==> src/include/dor_pkg.sv <==
// constants for the decoder output and status register bank
package dor_pkg;
  localparam logic [7:0] DOR_ADDR_CLAMP_END_LO = 8'h14;
  localparam logic [7:0] DOR_ADDR_CLAMP_END_HI = 8'h15;
  localparam logic [7:0] DOR_ADDR_OUT_FMT = 8'h16;
  localparam logic [7:0] DOR_ADDR_RST_STATUS = 8'h17;
  localparam logic [7:0] DOR_RST_CLAMP_END_LO = 8'h52;
  localparam logic [1:0] DOR_RST_CLAMP_END_HI = 2'h0;
  localparam logic [7:0] DOR_RST_OUT_FMT = 8'h00;
  localparam logic [7:0] DOR_ZERO8 = 8'h00;
  // output format field positions
  localparam int DOR_FMT_SQUARE = 7;
  localparam int DOR_FMT_FIELD_HI = 6;
  localparam int DOR_FMT_FIELD_LO = 4;
  localparam int DOR_FMT_BURST8 = 3;
  localparam int DOR_FMT_DRIVE = 2;
  localparam int DOR_FMT_SITING = 1;
  localparam logic [7:0] DOR_FMT_WMASK = 8'hFE;
  // reset/status field positions
  localparam int DOR_ST_SWRST = 7;
  localparam int DOR_ST_BLACK = 6;
  localparam int DOR_ST_LOCK = 5;
  localparam int DOR_ST_STDERR = 4;
  // software reset self-clears after this many clocks
  localparam logic [2:0] DOR_SWRST_CYCLES = 3'h4;
  localparam int DOR_LINE_W = 10;
  // field capture selector encodings
  typedef enum logic [2:0] {
    DOR_CAP_NONE = 3'h0,
    DOR_CAP_EVERY4 = 3'h1,
    DOR_CAP_EVERY2 = 3'h2,
    DOR_CAP_ODD2 = 3'h3,
    DOR_CAP_EVEN2 = 3'h4,
    DOR_CAP_ODD = 3'h5,
    DOR_CAP_EVEN = 3'h6,
    DOR_CAP_ALL = 3'h7
  } dor_cap_t;
endpackage

==> src/verilog/dor_field_gate.sv <==
// field capture decision from selector and field sequence
`timescale 1ns/1ns
module dor_field_gate
  import dor_pkg::*;
(
  input wire logic clk_in,
  input wire logic rst_n_in,
  input wire logic sync_rst_in,
  input wire logic field_start_in,
  input wire logic field_odd_in,
  input wire dor_cap_t sel_in,
  output logic capture_out
);
  logic [1:0] field_cnt_reg; // counts field starts modulo four
  logic [1:0] field_cnt_next;
  logic capture_reg; // capture decision for the current field
  logic capture_next;

  // decide at every field start whether this field is output
  always_comb begin
    field_cnt_next = field_cnt_reg;
    capture_next = capture_reg;
    if (sync_rst_in) begin
      field_cnt_next = 2'h0;
      capture_next = 1'b0;
    end else if (field_start_in) begin
      field_cnt_next = field_cnt_reg + 2'h1;
      unique case (sel_in)
        DOR_CAP_NONE: capture_next = 1'b0;
        DOR_CAP_EVERY4: capture_next = (field_cnt_reg == 2'h0);
        DOR_CAP_EVERY2: capture_next = ~field_cnt_reg[0];
        // odd/even every second: counter advances on every field, use bit 1
        DOR_CAP_ODD2: capture_next = field_odd_in & ~field_cnt_reg[1];
        DOR_CAP_EVEN2: capture_next = ~field_odd_in & ~field_cnt_reg[1];
        DOR_CAP_ODD: capture_next = field_odd_in;
        DOR_CAP_EVEN: capture_next = ~field_odd_in;
        DOR_CAP_ALL: capture_next = 1'b1;
      endcase
    end
  end

  // register the field sequence state
  always_ff @(posedge clk_in or negedge rst_n_in) begin
    if (!rst_n_in) begin
      field_cnt_reg <= 2'h0;
      capture_reg <= 1'b0;
    end else begin
      field_cnt_reg <= field_cnt_next;
      capture_reg <= capture_next;
    end
  end

  assign capture_out = capture_reg;

  chk_none_no_capture: assert property (@(posedge clk_in)
    disable iff (!rst_n_in)
    (field_start_in && sel_in == DOR_CAP_NONE) |=> !capture_out)
    else $error("capture set with selector none");
endmodule

==> src/verilog/dor_regs.sv <==
// output format, clamp timing and status register bank
//
// Function
// - clamp end low byte at 0x14, reset 0x52
// - clamp end bits 9-8 at 0x15, reset 0
// - clamp end value ends clamp pulse per line
// - unused bits ignore writes, read zero
// - bit 7 selects square pixel rate
// - three-bit selector picks captured fields
// - bit 3 selects 8-bit burst mode
// - bit 2 enables video output drivers
// - bit 1 selects line-aligned chroma siting
// - soft reset bit resets all but bus
// - soft reset self-clears after four clocks
// - black screen blanks video on vsync loss
// - read-only line lock flag
// - read-only standard error flag
`timescale 1ns/1ns
module dor_regs
  import dor_pkg::*;
#(
  parameter logic [DOR_LINE_W-1:0] STD_THRESHOLD = 10'h00A
) (
  input wire logic CORE_CLK_IN,
  input wire logic RESETN_IN,
  // register port from the serial bus interface
  input wire logic REG_WR_IN,
  input wire logic [7:0] REG_ADDR_IN,
  input wire logic [7:0] REG_WDATA_IN,
  output logic [7:0] REG_RDATA_OUT,
  // line timing and sync status from the decoder
  input wire logic [DOR_LINE_W-1:0] LINE_POS_IN,
  input wire logic LINE_START_IN,
  input wire logic PLL_LOCK_IN,
  input wire logic FIELD_START_IN,
  input wire logic FIELD_ODD_IN,
  input wire logic [DOR_LINE_W-1:0] LINES_MEASURED_IN,
  input wire logic [DOR_LINE_W-1:0] LINES_EXPECTED_IN,
  input wire logic VSYNC_LOST_IN,
  input wire logic PIXEL_READY_IN,
  // controls toward the datapath
  output logic CLAMP_PULSE_OUT,
  output logic SQUARE_PIXEL_OUT,
  output logic [2:0] FIELD_CAPTURE_SELECT_OUT,
  output logic BURST8_MODE_OUT,
  output logic OUTPUT_DRIVE_ENABLE_OUT,
  output logic CHROMA_LINE_ALIGN_OUT,
  output logic FORCE_BLACK_OUT,
  output logic PIXEL_VALID_STROBE_OUT,
  output logic SOFT_RESET_OUT
);
  logic [7:0] end_lo_reg; // clamp end low byte
  logic [7:0] end_lo_next;
  logic [1:0] end_hi_reg; // clamp end bits 9-8
  logic [1:0] end_hi_next;
  logic [7:0] fmt_reg; // output format, bit 0 always zero
  logic [7:0] fmt_next;
  logic black_reg; // black screen enable
  logic black_next;
  logic lock_reg; // line lock status
  logic lock_next;
  logic stderr_reg; // standard mismatch status
  logic stderr_next;
  logic [2:0] swrst_cnt_reg; // software reset cycle counter
  logic [2:0] swrst_cnt_next;
  logic swrst_reg; // software reset active
  logic swrst_next;
  logic clamp_reg; // clamp pulse state
  logic clamp_next;
  logic [7:0] rdata_reg; // registered read data
  logic [7:0] rdata_next;
  logic force_black_reg;
  logic force_black_next;
  logic valid_reg;
  logic valid_next;
  logic capture; // current field selected for output
  logic [DOR_LINE_W-1:0] clamp_end; // combined end position
  logic [DOR_LINE_W-1:0] line_diff; // absolute line-count difference

  // address decode shared by write and read paths
  function automatic logic hit(input logic [7:0] a, input logic [7:0] o);
    hit = (a == o);
  endfunction

  assign clamp_end = {end_hi_reg, end_lo_reg};
  assign line_diff = (LINES_MEASURED_IN > LINES_EXPECTED_IN) ?
    LINES_MEASURED_IN - LINES_EXPECTED_IN :
    LINES_EXPECTED_IN - LINES_MEASURED_IN;

  // software reset: counter keeps the pulse for exactly four clocks
  always_comb begin
    swrst_next = swrst_reg;
    swrst_cnt_next = swrst_cnt_reg;
    if (swrst_reg) begin
      swrst_cnt_next = swrst_cnt_reg + 3'h1;
      if (swrst_cnt_reg == DOR_SWRST_CYCLES - 3'h1) begin
        swrst_next = 1'b0;
        swrst_cnt_next = 3'h0;
      end
    end else if (REG_WR_IN && hit(REG_ADDR_IN, DOR_ADDR_RST_STATUS) &&
                 REG_WDATA_IN[DOR_ST_SWRST]) begin
      swrst_next = 1'b1;
      swrst_cnt_next = 3'h0;
    end
  end

  // the serial interface is not reset by swrst; only this bank is
  always_ff @(posedge CORE_CLK_IN or negedge RESETN_IN) begin
    if (!RESETN_IN) begin
      swrst_reg <= 1'b0;
      swrst_cnt_reg <= 3'h0;
    end else begin
      swrst_reg <= swrst_next;
      swrst_cnt_reg <= swrst_cnt_next;
    end
  end

  // register writes; software reset returns all fields to reset values
  always_comb begin
    end_lo_next = end_lo_reg;
    end_hi_next = end_hi_reg;
    fmt_next = fmt_reg;
    black_next = black_reg;
    lock_next = PLL_LOCK_IN;
    // soft reset wins over set: a mismatch is sticky until reset
    stderr_next = stderr_reg | (LINE_START_IN && FIELD_START_IN &&
      line_diff > STD_THRESHOLD);
    if (swrst_reg) begin
      end_lo_next = DOR_RST_CLAMP_END_LO;
      end_hi_next = DOR_RST_CLAMP_END_HI;
      fmt_next = DOR_RST_OUT_FMT;
      black_next = 1'b0;
      lock_next = 1'b0;
      stderr_next = 1'b0;
    end else if (REG_WR_IN) begin
      if (hit(REG_ADDR_IN, DOR_ADDR_CLAMP_END_LO))
        end_lo_next = REG_WDATA_IN;
      if (hit(REG_ADDR_IN, DOR_ADDR_CLAMP_END_HI))
        end_hi_next = REG_WDATA_IN[1:0];
      if (hit(REG_ADDR_IN, DOR_ADDR_OUT_FMT))
        fmt_next = REG_WDATA_IN & DOR_FMT_WMASK;
      if (hit(REG_ADDR_IN, DOR_ADDR_RST_STATUS))
        black_next = REG_WDATA_IN[DOR_ST_BLACK];
    end
  end

  // register file flip-flops
  always_ff @(posedge CORE_CLK_IN or negedge RESETN_IN) begin
    if (!RESETN_IN) begin
      end_lo_reg <= DOR_RST_CLAMP_END_LO;
      end_hi_reg <= DOR_RST_CLAMP_END_HI;
      fmt_reg <= DOR_RST_OUT_FMT;
      black_reg <= 1'b0;
      lock_reg <= 1'b0;
      stderr_reg <= 1'b0;
    end else begin
      end_lo_reg <= end_lo_next;
      end_hi_reg <= end_hi_next;
      fmt_reg <= fmt_next;
      black_reg <= black_next;
      lock_reg <= lock_next;
      stderr_reg <= stderr_next;
    end
  end

  // read mux; unmapped addresses and unused bits read zero
  always_comb begin
    rdata_next = DOR_ZERO8;
    if (hit(REG_ADDR_IN, DOR_ADDR_CLAMP_END_LO))
      rdata_next = end_lo_reg;
    else if (hit(REG_ADDR_IN, DOR_ADDR_CLAMP_END_HI))
      rdata_next = {6'h00, end_hi_reg};
    else if (hit(REG_ADDR_IN, DOR_ADDR_OUT_FMT))
      rdata_next = fmt_reg;
    else if (hit(REG_ADDR_IN, DOR_ADDR_RST_STATUS)) begin
      rdata_next[DOR_ST_SWRST] = swrst_reg;
      rdata_next[DOR_ST_BLACK] = black_reg;
      rdata_next[DOR_ST_LOCK] = lock_reg;
      rdata_next[DOR_ST_STDERR] = stderr_reg;
    end
  end

  // clamp pulse: rises at line start, falls at the programmed end
  always_comb begin
    clamp_next = clamp_reg;
    if (swrst_reg)
      clamp_next = 1'b0;
    else if (LINE_START_IN)
      clamp_next = 1'b1;
    else if (LINE_POS_IN == clamp_end)
      clamp_next = 1'b0;
  end

  // blanking and valid strobe; valid only when the field is captured
  always_comb begin
    force_black_next = black_reg & VSYNC_LOST_IN;
    // capture only moves at field starts and soft reset, so the selector is also
    // tested here: a switch to none stops the strobes at once
    valid_next = capture & PIXEL_READY_IN &
      fmt_reg[DOR_FMT_DRIVE] & ~swrst_reg &
      (fmt_reg[DOR_FMT_FIELD_HI:DOR_FMT_FIELD_LO] != DOR_CAP_NONE);
  end

  // output-side flip-flops and read data
  always_ff @(posedge CORE_CLK_IN or negedge RESETN_IN) begin
    if (!RESETN_IN) begin
      clamp_reg <= 1'b0;
      rdata_reg <= DOR_ZERO8;
      force_black_reg <= 1'b0;
      valid_reg <= 1'b0;
    end else begin
      clamp_reg <= clamp_next;
      rdata_reg <= rdata_next;
      force_black_reg <= force_black_next;
      valid_reg <= valid_next;
    end
  end

  // field sequence tracking for the capture selector
  dor_field_gate u_gate (
    .clk_in(CORE_CLK_IN),
    .rst_n_in(RESETN_IN),
    .sync_rst_in(swrst_reg),
    .field_start_in(FIELD_START_IN),
    .field_odd_in(FIELD_ODD_IN),
    .sel_in(dor_cap_t'(fmt_reg[DOR_FMT_FIELD_HI:DOR_FMT_FIELD_LO])),
    .capture_out(capture)
  );

  assign REG_RDATA_OUT = rdata_reg;
  assign CLAMP_PULSE_OUT = clamp_reg;
  assign SQUARE_PIXEL_OUT = fmt_reg[DOR_FMT_SQUARE];
  assign FIELD_CAPTURE_SELECT_OUT =
    fmt_reg[DOR_FMT_FIELD_HI:DOR_FMT_FIELD_LO];
  assign BURST8_MODE_OUT = fmt_reg[DOR_FMT_BURST8];
  assign OUTPUT_DRIVE_ENABLE_OUT = fmt_reg[DOR_FMT_DRIVE];
  assign CHROMA_LINE_ALIGN_OUT = fmt_reg[DOR_FMT_SITING];
  assign FORCE_BLACK_OUT = force_black_reg;
  assign PIXEL_VALID_STROBE_OUT = valid_reg;
  assign SOFT_RESET_OUT = swrst_reg;

  chk_end_lo_write: assert property (@(posedge CORE_CLK_IN)
    disable iff (!RESETN_IN)
    (REG_WR_IN && REG_ADDR_IN == DOR_ADDR_CLAMP_END_LO && !swrst_reg)
    |=> end_lo_reg == $past(REG_WDATA_IN))
    else $error("clamp end low byte not stored");
  chk_end_hi_mask: assert property (@(posedge CORE_CLK_IN)
    disable iff (!RESETN_IN)
    (REG_WR_IN && REG_ADDR_IN == DOR_ADDR_CLAMP_END_HI && !swrst_reg)
    ##2 REG_ADDR_IN == DOR_ADDR_CLAMP_END_HI |->
    REG_RDATA_OUT[7:2] == 6'h00)
    else $error("clamp end high upper bits not zero");
  chk_clamp_falls: assert property (@(posedge CORE_CLK_IN)
    disable iff (!RESETN_IN)
    (!LINE_START_IN && !swrst_reg && LINE_POS_IN == clamp_end)
    |=> !CLAMP_PULSE_OUT)
    else $error("clamp pulse did not end");
  chk_fmt_bit0: assert property (@(posedge CORE_CLK_IN)
    disable iff (!RESETN_IN)
    fmt_reg[0] == 1'b0)
    else $error("unused format bit stored");
  chk_square_sel: assert property (@(posedge CORE_CLK_IN)
    disable iff (!RESETN_IN)
    (REG_WR_IN && REG_ADDR_IN == DOR_ADDR_OUT_FMT && !swrst_reg)
    |=> SQUARE_PIXEL_OUT == $past(REG_WDATA_IN[DOR_FMT_SQUARE]))
    else $error("square pixel select wrong");
  chk_drive_en: assert property (@(posedge CORE_CLK_IN)
    disable iff (!RESETN_IN)
    PIXEL_VALID_STROBE_OUT |-> $past(OUTPUT_DRIVE_ENABLE_OUT))
    else $error("valid while outputs disabled");
  chk_swrst_len: assert property (@(posedge CORE_CLK_IN)
    disable iff (!RESETN_IN)
    $rose(swrst_reg) |-> swrst_reg [*4] ##1 !swrst_reg)
    else $error("soft reset not four clocks");
  chk_swrst_clears: assert property (@(posedge CORE_CLK_IN)
    disable iff (!RESETN_IN)
    swrst_reg |=> end_lo_reg == DOR_RST_CLAMP_END_LO &&
    fmt_reg == DOR_RST_OUT_FMT)
    else $error("soft reset did not restore registers");
  chk_black_force: assert property (@(posedge CORE_CLK_IN)
    disable iff (!RESETN_IN)
    (black_reg && VSYNC_LOST_IN) |=> FORCE_BLACK_OUT)
    else $error("black screen not forced");
  chk_lock_clear: assert property (@(posedge CORE_CLK_IN)
    disable iff (!RESETN_IN)
    swrst_reg |=> !lock_reg && !stderr_reg)
    else $error("status not cleared by soft reset");
  chk_stderr_sticky: assert property (@(posedge CORE_CLK_IN)
    disable iff (!RESETN_IN)
    (stderr_reg && !swrst_reg) |=> stderr_reg)
    else $error("standard error flag dropped");
  chk_none_no_valid: assert property (@(posedge CORE_CLK_IN)
    disable iff (!RESETN_IN)
    (FIELD_CAPTURE_SELECT_OUT == DOR_CAP_NONE) |=> !PIXEL_VALID_STROBE_OUT)
    else $error("valid strobe with selector none");
  chk_burst_sel: assert property (@(posedge CORE_CLK_IN)
    disable iff (!RESETN_IN)
    (REG_WR_IN && REG_ADDR_IN == DOR_ADDR_OUT_FMT && !swrst_reg)
    |=> BURST8_MODE_OUT == $past(REG_WDATA_IN[DOR_FMT_BURST8]))
    else $error("burst mode select wrong");
  chk_siting_sel: assert property (@(posedge CORE_CLK_IN)
    disable iff (!RESETN_IN)
    (REG_WR_IN && REG_ADDR_IN == DOR_ADDR_OUT_FMT && !swrst_reg)
    |=> CHROMA_LINE_ALIGN_OUT == $past(REG_WDATA_IN[DOR_FMT_SITING]))
    else $error("chroma siting select wrong");
  chk_field_sel: assert property (@(posedge CORE_CLK_IN)
    disable iff (!RESETN_IN)
    (REG_WR_IN && REG_ADDR_IN == DOR_ADDR_OUT_FMT && !swrst_reg)
    |=> FIELD_CAPTURE_SELECT_OUT ==
    $past(REG_WDATA_IN[DOR_FMT_FIELD_HI:DOR_FMT_FIELD_LO]))
    else $error("field capture selector wrong");
endmodule

==> config.mk <==
export PLATFORM = sky130hd
export DESIGN_NAME = dor_regs
export DESIGN_NICKNAME = d
export VERILOG_FILES = /design/src/include/dor_pkg.sv /design/src/verilog/dor_field_gate.sv /design/src/verilog/dor_regs.sv
export SDC_FILE = /design/constraint.sdc
export NUM_CORES = 1
export LEC_CHECK = 0
export ABC_AREA = 1
export BUFFER_PORTS_ARGS = -buffer_cell sky130_fd_sc_hd__buf_2
export CORE_MARGIN = 2
export CORE_UTILIZATION = 54
export CTS_CLUSTER_SIZE = 10
export DETAILED_ROUTE_END_ITERATION = 7
export PLACE_DENSITY = 0.8
export SYNTH_ARGS = -nofsm -noshare
export SYNTH_HDL_FRONTEND = slang
export SYNTH_HIERARCHICAL = 1
export SYNTH_SLANG_ARGS = --single-unit
==> constraint.sdc <==
create_clock -name CORE_CLK_IN -period 1.4 [get_ports CORE_CLK_IN]
set_clock_uncertainty 0.1 [all_clocks]
set_input_delay 0.07 -clock CORE_CLK_IN [delete_from_list [all_inputs] [get_ports CORE_CLK_IN]]
set_output_delay 0.07 -clock CORE_CLK_IN [all_outputs]
set_load 0.005 [all_outputs]
==> results of run 1 <==
[power by group]
part / switching, mW / total [mW] / internal, mW
combinational: 1.17 / 2.13 / 0.960
sequential: 0.296 / 1.76 / 1.47
clock: 0.398 / 0.922 / 0.524
total: 1.87 / 4.82 / 2.95
[worst min path at each step]
stage	from	to	slack [ps]	cells past startpoint
after floorplan	RESETN_IN	CLAMP_PULSE_OUT	-330	0
after global placement	RESETN_IN	FORCE_BLACK_OUT	-70	1
after detailed placement	RESETN_IN	FORCE_BLACK_OUT	-70	1
after CTS	REG_WR_IN	SOFT_RESET_OUT	40	3
after global routing	REG_ADDR_IN[0]	REG_RDATA_OUT[3]	110	4
final	REG_WR_IN	SOFT_RESET_OUT	50	3
[metrics by stage]
| step | TNS [ps] | instances | hold WS (ps) | power [mW] | setup slack [ps] |
|---|---|---|---|---|---|
| final | -628.2 | 659 | 45.31 | 4.817 | -201.3 |
| after global routing | -1889 | 659 | 109.3 | 5.128 | -298.0 |
| after CTS | -798.0 | 657 | 44.80 | 4.627 | -220.4 |
| after detailed placement | -1999 | 633 | -70.66 | 3.615 | -595.4 |
| after global placement | -1375 | 633 | -71.98 | 3.507 | -579.7 |
| after floorplan | -248.7 | 434 | -325.6 | 2.822 | -248.7 |
[final cells by class]
type / count / area (µm²)
Fill cell: 350 / 953.4
Tap cell: 72 / 90.09
Sequential cell: 38 / 954.7
Timing Repair Buffer: 149 / 994.7
Multi-Input combinational cell: 303 / 2066
Clock inverter: 3 / 40.04
Inverter: 89 / 339.1
Clock buffer: 5 / 68.82
[layer usage]
layer / track usage [%] / share of wire, % / vias up / wire length, µm
met5: 0 / 0 / - / 0
met4: 12.76 / 3.9 / 0 / 373
met3: 4.205 / 4.7 / 39 / 444
met2: 56.95 / 55 / 131 / 5229
met1: 29.59 / 36 / 1657 / 3460
li1: - / - / 1694 / -
[critical path, delay by kind of cell]
family / cells / cell delay (ps)
adders and majority gates: 1 / 200
and+or+nand+nor: 10 / 910
AOI/OAI and AO/OA: 2 / 260
buffers and inverters: 2 / 240
[cell families (layout without fill, tap and decap cells)]
kind of cell / Yosys count / in the layout
flops: 38 / 38
compound gates: 58 / 58
xor+xnor: 12 / 12
buf+inv: 93 / 246
fa+ha+maj: 23 / 23
simple gates: 210 / 210
[what timing repair did]
action / in CTS / in global routing
endpoints found under the setup margin: 9 / 15
pin swaps: 22 / 32
setup buffers: 2 / 2
gates resized for setup: 20 / 57
hold buffers: 14 / 0
hold endpoints to repair: 57 / 0
gates cloned: 0 / 0
[synthesized netlist by cell type, types with 2 or more instances]
cell type	count	share of area, %
a21oi_1	12	2.0
a21oi_2	2	0.57
a31oi_1	2	0.41
buf_6	3	1.1
dfrtp_1	35	29
dfstp_2	3	2.6
fa_1	2	1.3
ha_1	21	8.6
inv_1	81	9.9
inv_2	7	0.86
nand2_1	116	14
nand2_2	4	0.82
nand3_1	39	6.4
nand3_2	2	0.65
nand3b_1	2	0.49
nand4_1	10	2.0
nor2_1	21	2.6
nor3_1	4	0.65
nor3_2	2	0.65
nor4_1	2	0.41
o211ai_1	3	0.73
o21ai_0	23	3.8
o21ai_1	3	0.49
o21ai_2	6	1.7
o221ai_1	3	0.86
or2_1	2	0.41
or2_2	2	0.41
xor2_1	11	3.1
==> impl_results.md, run 1 <==
- Failing checks: negative setup slack
- Leak Pwr: 2.463 nW
- Top FF cell, synth: dfrtp_1
- Row Count: 27
- DRT Pass-1 Iters: 5
- Crit-path cells: buf_2 > buf_4 > ha_1 > nand2_1 > nand2_2 > a21oi_2 > nand3_4 > nand2_8 > nand3_1 > nand2_1 > nand2_1 > nor2_1 > nand3_1 > nand2_1 > a21oi_2
- Slew Viols, Final: 0
- Synth Area in Simple Gates: 31.58%
- # setup viols final: 9
- CORE AREA: 0.005507 mm²
- Peak Freq: 624.5 MHz
- Fin. Hold Viols: 0
- Port Buffers: 73
- Die width: 79.36 µm
- Rel. slew slack: 45.95%
- Clk root buf: clkbuf_8
- Most common cell after layout, fill and taps aside: nand2_1
- Vias in the first global route: 3400
- Post-DR vias/cell: 5.343
- Worst skew pair latency: 300 ps
- Post-Syn Nets: 512
- Max_cap viols: 0
- Largest family of logic cells by synthesized area: simple AND/OR/NAND/NOR gates
- Fin util: 82.69%
- Hold Path Class: input pin to flop
- EDFF count, synth: 0
- Clk buf depth: 2
- Residual DRC count: 0
- Layout cells sized above 1: 40.03%
- VDD IR max: 0.6596 mV
- XOR/XNOR Fraction of Synth Area: 3.427%
- Avg WL per Cell: 14.43 µm
- Antenna Violating Nets Remaining: 0
- Mapped Area: 0.003067 mm²
- Most frequent cells in the layout: nand2_1, buf_2, inv_1
- Routability cong.: 0.9284
- Slowest cell delay on critical path: 200 ps
- Placed Area: 0.003966 mm²
- Worst reg2reg path depth: 3
- Global route total overflow: 0
- Routed WL: 9.507 mm
- Largest net degree at the start of global routing: 21
- Nets: 664
- Final Cycle Share: 114.4%
- Startpoint type of the worst setup path: input pin
- RSZ-0062 raised after global routing: yes
- TritonCTS clock tree: done
- Initial antenna violation count: 0
- Worst endpoint required time: 1480 ps
- Master of the slowest instance on the critical path: ha_1
- Async S/R FF share, synth: 100.0%
- Worst slew pin tran: 810.8 ps
- R2R setup slack: -110 ps
- Gate Count Post-Synth: 434
- Critical Path Sink Type: flop
- Most used cell along the critical path: nand2_1
- Sequential-to-total area share from yosys stat: 31.13%
- Final instance area: 0.004553 mm²
- Initial core utilization: 55.69%
- Pwr/cell area: 1058 mW/mm²
- Tmin final: 1601 ps
- Multiplexer share of the synthesized area: 0%
- Reg2reg start: SOFT_RESET_OUT
- Reg clk slew, reported paths: 70 ps
- Area grow syn2layout: 48.47%
- Netlist cell types: 39
- Die area: 0.006298 mm²
- CP endpoint: stderr_reg
- Vias: 3521
- Critical Path Source: LINES_MEASURED_IN[6]
- Synth Area in Compound Gates: 11.79%
- H-tree depth: 2
- #FFs+latches synth: 38
- Post-synthesis adder-cell area fraction: 9.874%
- Die H: 79.36 µm
- Critical Path AT: 1690 ps
- Clk sinks: 38
- PnR worst setup slack: -201.3 ps
- Ys Warns: 6
- Crit Path Max Fanout: 8
- All-Layer GR Usage: 28.85%
- Dpl hpwl: 7.134 mm
- Number of I/O pins: 74
- First-pass GRT wire length: 14.32 mm
- Diode count: 0
- Syn Area/Cell: 7.066 µm²
- DRT iter0 DRCs: 208
- FF-to-FF End: fmt_reg[6]
- Status: complete, but fails checks
- Setup CP Type: input pin to flop
- Total CTS buffers: 5
No activity file was read; power rests on OpenSTA's default activity.
==> run 2, diff against run 1 <==
--- a/config.mk
+++ b/config.mk
@@ -7,6 +7,7 @@
 export LEC_CHECK = 0
 export ABC_AREA = 1
 export BUFFER_PORTS_ARGS = -buffer_cell sky130_fd_sc_hd__buf_2
+export CORE_ASPECT_RATIO = 1.75
 export CORE_MARGIN = 2
 export CORE_UTILIZATION = 54
 export CTS_CLUSTER_SIZE = 10
==> run 2 against run 1 <==
The flow still finishes with violations (negative setup slack). Cell count rose by 2.0%. Sequential share of layout area fell by 0.31 points. Die area rose by 0.37%. Core utilization rose by 0.74 points. Sequential power rose by 2%. Critical endpoint is now CLAMP_PULSE_OUT. Clock power rose by 26%. Hold slack got worse by 32 ps. Clock-buffer cell count did not move. Final area rose by 1.5%. Sequential cell count did not move.
==> impl_results.md, run 2 (synthesis results as in run 1) <==
- CORE AREA: 0.005540 mm² (+0.61%)
- Non-filler cells in the finished layout: 672 (+2.0%)
- Pint: 3.142 mW (+6.5%)
- Clock share of power: 22.2% (+3.1 points)
- Fin. Hold Viols: 0 (unchanged)
- Crit-path cells: inv_2 > or2_2 > nand4_1 > nor4_2 > buf_4 > nand3_2 > a21oi_2 > nor2_1
- Vias in the first global route: 3913 (+15%)
- Diode count: 0 (unchanged)
- Nets: 673 (+1.4%)
- Tot Pwr: 5.200 mW (+8.0%)
- VDD IR max: 0.4543 mV (-31%)
- Most frequent cells in the layout: nand2_1, buf_2, inv_1
- Critical path depth in cells: 8 (-7)
- Failing checks: negative setup slack
- Critical Path Source: end_lo_reg[2]
- Pwr/cell area: 1125 mW/mm² (+6.3%)
- Combinational fraction of design power: 43.2% (-1.1 points)
- TritonCTS clock tree: done
- Clk buf depth: 2 (unchanged)
- Dpl hpwl: 7.556 mm (+5.9%)
- Post-DR vias/cell: 5.561 (+4.1%)
- Sequential share of power: 34.5% (-2.1 points)
- Critical Path AT: 1700 ps (about the same)
- Max_cap viols: 0 (unchanged)
- DRT Pass-1 Iters: 6 (+1)
- Slew Viols, Final: 0 (unchanged)
- Global route total overflow: 0 (unchanged)
- RSZ-0062 raised after global routing: yes
- Placed Cells: 645 (+1.9%)
- Setup CP Type: flop to flop
- Setup WS pre-CTS: -598.9 ps (-3.569 ps)
- Die H: 103.7 µm (+31%)
- Final Cycle Share: 113.5% (-0.85 points)
- Antenna Violating Nets Remaining: 0 (unchanged)
- Area grow syn2layout: 50.71%
- Worst slew pin tran: 562.0 ps (-248.8 ps)
- R2R setup slack: -190 ps (-80 ps)
- Final hold slack: 13.59 ps (-31.71 ps)
- Residual DRC count: 0 (unchanged)
- Worst skew pair latency: 320 ps (+20 ps)
- DRT iter0 DRCs: 330 (+59%)
- Switching pwr: 2.058 mW (+10%)
- Total CTS buffers: 5 (unchanged)
- Critical Path Sink Type: flop
- Die area: 0.006321 mm² (+0.37%)
- First-pass GRT wire length: 18.17 mm (+27%)
- Largest net degree at the start of global routing: 24 (+14%)
- Clk root buf: clkbuf_8
- Port Buffers: 73 (unchanged)
- PnR worst setup slack: -189.4 ps (+11.90 ps)
- Initial antenna violation count: 0 (unchanged)
- Most common cell after layout, fill and taps aside: nand2_1
- H-tree depth: 2 (unchanged)
- Reg2reg start: end_lo_reg[2]
- Avg WL per Cell: 17.38 µm (+20%)
- Peak Freq: 629.2 MHz (+0.75%)
- Clk sinks: 38 (unchanged)
- # setup viols final: 2 (-7)
- CP endpoint: CLAMP_PULSE_OUT
- All-Layer GR Usage: 38.90% (+10 points)
- Reg clk slew, reported paths: 80 ps (about the same)
- Min-delay src: REG_WR_IN
- Status: complete, but fails checks
- Routed WL: 11.68 mm (+23%)
- Hold Path Class: input pin to flop
- Routability cong.: 0.9711 (+4.6%)
- Startpoint type of the worst setup path: flop
- Master of the slowest instance on the critical path: dfrtp_1
- WP buf/inv: 2 (unchanged)
- Die width: 60.97 µm (-23%)
- Initial core utilization: 55.35% (-0.34 points)
- Slowest cell delay on critical path: 410 ps (+210 ps)
- Sw Ratio: 39.58% (+0.82 points)
- CP top delay family: simple AND/OR/NAND/NOR gates
- Vias: 3737 (+6.1%)
- FF-to-FF End: CLAMP_PULSE_OUT
- Layout cells sized above 1: 41.44% (+1.4 points)
- Crit Path Max Fanout: 3 (-5)
- Tmin final: 1589 ps (-11.90 ps)
- Rel. slew slack: 62.53% (+17 points)
- Number of I/O pins: 74 (unchanged)
- Leak Pwr: 2.501 nW (+1.5%)
- Row Count: 36 (+33%)
- Worst endpoint required time: 1510 ps (+30 ps)
- Worst reg2reg path depth: 8 (+5)
==> run 2: cell count changes in the layout (fill, tap and decap cells not counted), moves of 3 or more <==
cell,change
nor2_2,+3
nor2_4,-3
nand2_2,+5
nand3_2,+5
nand3_1,-3
nand2_4,-3
buf_4,+7
==> run 2: through the flow <==
step | cell area, µm² | util, % | TNS, ps
4_1_cts | 4457 | 80.44 | -296.2
5_1_grt | 4622 | 83.42 | -900.7
2_1_floorplan | 3113 | - | -248.7
3_3_place_gp | 4031 | 72.76 | -898.1
6_report | 4622 | 83.42 | -328.0
3_5_place_dp | 4031 | 72.76 | -1561
==> run 2: worst reg2reg max path, stage by stage (launching register included) <==
cell	delay [ps]
dfrtp_1	410
inv_2	90
or2_2	110
nand4_1	140
nor4_2	210
buf_4	170
nand3_2	70
a21oi_2	140
nor2_1	60
==> run 2: worst min-delay path by stage <==
stage	end	cells after the start
floorplan	CLAMP_PULSE_OUT	0
global placement	REG_RDATA_OUT[1]	1
detailed placement	REG_RDATA_OUT[1]	1
CTS	SOFT_RESET_OUT	3
global route	SOFT_RESET_OUT	3
finish	SOFT_RESET_OUT	3
==> run 2: final cells by class <==
| class | instances | area (µm²) |
|---|---|---|
| multi-input cells | 303 | 2023 |
| repair buffers | 158 | 1070 |
| flip-flops and latches | 38 | 954.7 |
| fillers | 339 | 918.4 |
| inverters | 89 | 341.6 |
| well taps | 76 | 95.09 |
| clock buffers | 5 | 68.82 |
| clock inverters | 3 | 68.82 |
==> run 2: power groups by stage <==
stage	Combinational [mW]	Sequential (mW)	Clock (mW)
after global placement	1.81	1.74	0
after global routing	2.48	1.81	1.18
final	2.25	1.80	1.16
after detailed placement	1.87	1.76	0
after floorplan	1.12	1.71	0
after CTS	2.00	1.75	1.13
==> run 2: repair_timing <==
item / 4_1_cts / 5_1_grt
setup buffers: 2 / 3
hold buffers: 14 / 0
endpoints found under the hold margin: 43 / 0
setup endpoints to repair: 2 / 8
gates resized for setup: 33 / 41
pin swaps: 19 / 25
==> run 2: metal layers <==
layer	up-vias	track usage, %	share of wire [%]
met3	81	9.488	6.0
met1	1723	34.55	31
met5	-	0	0
met4	0	28.11	8.0
li1	1707	-	-
met2	226	69.66	55
==> run 3, diff against run 2 <==
--- a/config.mk
+++ b/config.mk
@@ -13,6 +13,7 @@
 export CTS_CLUSTER_SIZE = 10
 export DETAILED_ROUTE_END_ITERATION = 7
 export PLACE_DENSITY = 0.8
+export SETUP_SLACK_MARGIN = 0.05
 export SYNTH_ARGS = -nofsm -noshare
 export SYNTH_HDL_FRONTEND = slang
 export SYNTH_HIERARCHICAL = 1
==> run 3 against run 2 <==
The flow still finishes with violations (negative setup slack). Clock-buffer cell count stayed put. Final area is 0.87% higher. Sequential cell count stayed put. Non-clock buffer count is 1 higher. Cell count is 0.15% higher. Die area stayed put. Core utilization is 0.72 points higher. Power is 0.76% higher. Sequential share of layout area is 0.15 points lower.
==> impl_results.md, run 3 (synthesis results as in run 1) <==
- Final Cycle Share: 116.9% (+3.4 points)
- Slew Viols, Final: 0 (unchanged)
- Critical Path AT: 1740 ps (+40 ps)
- Most common cell after layout, fill and taps aside: nand2_1
- Crit Path Max Fanout: 3 (unchanged)
- Most frequent cells in the layout: nand2_1, buf_2, inv_1
- CP endpoint: CLAMP_PULSE_OUT
- Leak Pwr: 2.526 nW (+1.0%)
- Avg WL per Cell: 18.18 µm (+4.6%)
- Max_cap viols: 0 (unchanged)
- All-Layer GR Usage: 38.90% (unchanged)
- Antenna Violating Nets Remaining: 0 (unchanged)
- Die area: 0.006321 mm² (unchanged)
- Worst reg2reg path depth: 8 (unchanged)
- Hold Path Class: input pin to flop
- Clk sinks: 38 (unchanged)
- Failing checks: negative setup slack
- DRT iter0 DRCs: 523 (+58%)
- Worst skew pair latency: 310 ps (about the same)
- Worst endpoint required time: 1500 ps (about the same)
- Post-DR vias/cell: 5.716 (+2.8%)
- Dpl hpwl: 7.556 mm (unchanged)
- Startpoint type of the worst setup path: flop
- Port Buffers: 73 (unchanged)
- Critical Path Source: end_lo_reg[2]
- Critical Path Sink Type: flop
- Reg2reg start: end_lo_reg[2]
- Vias in the first global route: 3913 (unchanged)
- Peak Freq: 610.9 MHz (-2.9%)
- Global route total overflow: 0 (unchanged)
- Clk root buf: clkbuf_8
- Die H: 103.7 µm (unchanged)
- RSZ-0062 raised after global routing: yes
- Layout cells sized above 1: 42.21% (+0.77 points)
- Total CTS buffers: 5 (unchanged)
- # setup viols final: 2 (unchanged)
- R2R setup slack: -240 ps (-50 ps)
- Crit-path cells: inv_2 > or2_2 > nand4_1 > nor4_2 > buf_4 > nand3_2 > a21oi_2 > nor2_1
- Clk buf depth: 2 (unchanged)
- Die width: 60.97 µm (unchanged)
- Setup WS pre-CTS: -598.9 ps (unchanged)
- Placed Cells: 645 (unchanged)
- Largest net degree at the start of global routing: 24 (unchanged)
- DRT Pass-1 Iters: 5 (-1)
- Initial core utilization: 55.35% (unchanged)
- Area grow syn2layout: 52.02%
- Diode count: 0 (unchanged)
- FF-to-FF End: CLAMP_PULSE_OUT
- Vias: 3847 (+2.9%)
- Tmin final: 1637 ps (+47.66 ps)
- VDD IR max: 0.6018 mV (+32%)
- Tot Pwr: 5.240 mW (+0.76%)
- Routability cong.: 0.9711 (unchanged)
- Pwr/cell area: 1124 mW/mm² (-0.11%)
- Residual DRC count: 0 (unchanged)
- First-pass GRT wire length: 18.17 mm (unchanged)
- Fin. Hold Viols: 0 (unchanged)
- Rel. slew slack: 62.02% (-0.51 points)
- Routed WL: 12.23 mm (+4.7%)
- H-tree depth: 2 (unchanged)
- TritonCTS clock tree: done
- Non-filler cells in the finished layout: 673 (+0.15%)
- Worst slew pin tran: 569.7 ps (+7.651 ps)
- Nets: 674 (+0.15%)
- Status: complete, but fails checks
- Slowest cell delay on critical path: 410 ps (about the same)
- Setup CP Type: flop to flop
- Reg clk slew, reported paths: 80 ps (about the same)
- CORE AREA: 0.005540 mm² (unchanged)
- Initial antenna violation count: 0 (unchanged)
- PnR worst setup slack: -237.0 ps (-47.66 ps)
- Row Count: 36 (unchanged)
- Number of I/O pins: 74 (unchanged)
- Master of the slowest instance on the critical path: dfrtp_1
-- run 3: what timing repair did --
action / 4_1_cts / 5_1_grt
cloned: 0 / 0
setup buffers: 2 / 4
hold endpoints to repair: 43 / 0
setup endpoints to repair: 2 / 16
resized for setup: 33 / 50
hold buffers: 14 / 0
pin swaps: 19 / 26
-- run 3: final cells by class --
| class | instances | area, µm² |
|---|---|---|
| clock inverter | 3 | 68.82 |
| timing repair buffer | 159 | 1087 |
| tap | 76 | 95.09 |
| inverter | 89 | 341.6 |
| multi-input combinational | 303 | 2044 |
| fill | 331 | 878.3 |
| clock buffer | 5 | 68.82 |
| sequential | 38 | 955.9 |
-- run 3: metrics by stage --
step           area, µm²  setup TNS, ps  util [%]  hold slack [ps]
3_5_place_dp        4031          -1561     72.76           -42.66
4_1_cts             4457         -296.2     80.44            12.79
3_3_place_gp        4031         -898.1     72.76           -48.96
6_report            4662         -392.7     84.15            31.04
5_1_grt             4662         -808.5     84.15            48.89
2_1_floorplan       3113         -248.7         -           -325.6
-- run 3: worst max-delay path: cells and delay by family, from the launching register on --
kind | cells | cell delay, ps
AO/OA/AOI/OAI | 1 | 140
buffers and inverters | 2 | 270
flip-flops | 1 | 410
AND/OR/NAND/NOR | 5 | 620
-- run 3: metal layers --
layer | vias up | routed length, µm | GRT usage [%]
met5 | - | 0 | 0
met3 | 93 | 874 | 9.488
li1 | 1711 | - | -
met2 | 292 | 6670 | 69.66
met1 | 1751 | 3628 | 34.55
met4 | 0 | 1059 | 28.11
-- run 3: power breakdown --
group / internal [mW] / switching, mW / total (mW)
logic: 0.965 / 1.31 / 2.28
clock network: 0.714 / 0.436 / 1.15
registers: 1.47 / 0.345 / 1.81
-- run 3: worst min path at each step --
stage	start	to	slack [ps]	cells after the start
final	REG_WR_IN	SOFT_RESET_OUT	30	3
after global routing	REG_WR_IN	SOFT_RESET_OUT	50	3
after CTS	REG_WR_IN	SOFT_RESET_OUT	10	3
after detailed placement	RESETN_IN	REG_RDATA_OUT[1]	-40	1
after global placement	RESETN_IN	REG_RDATA_OUT[1]	-50	1
after floorplan	RESETN_IN	CLAMP_PULSE_OUT	-330	0
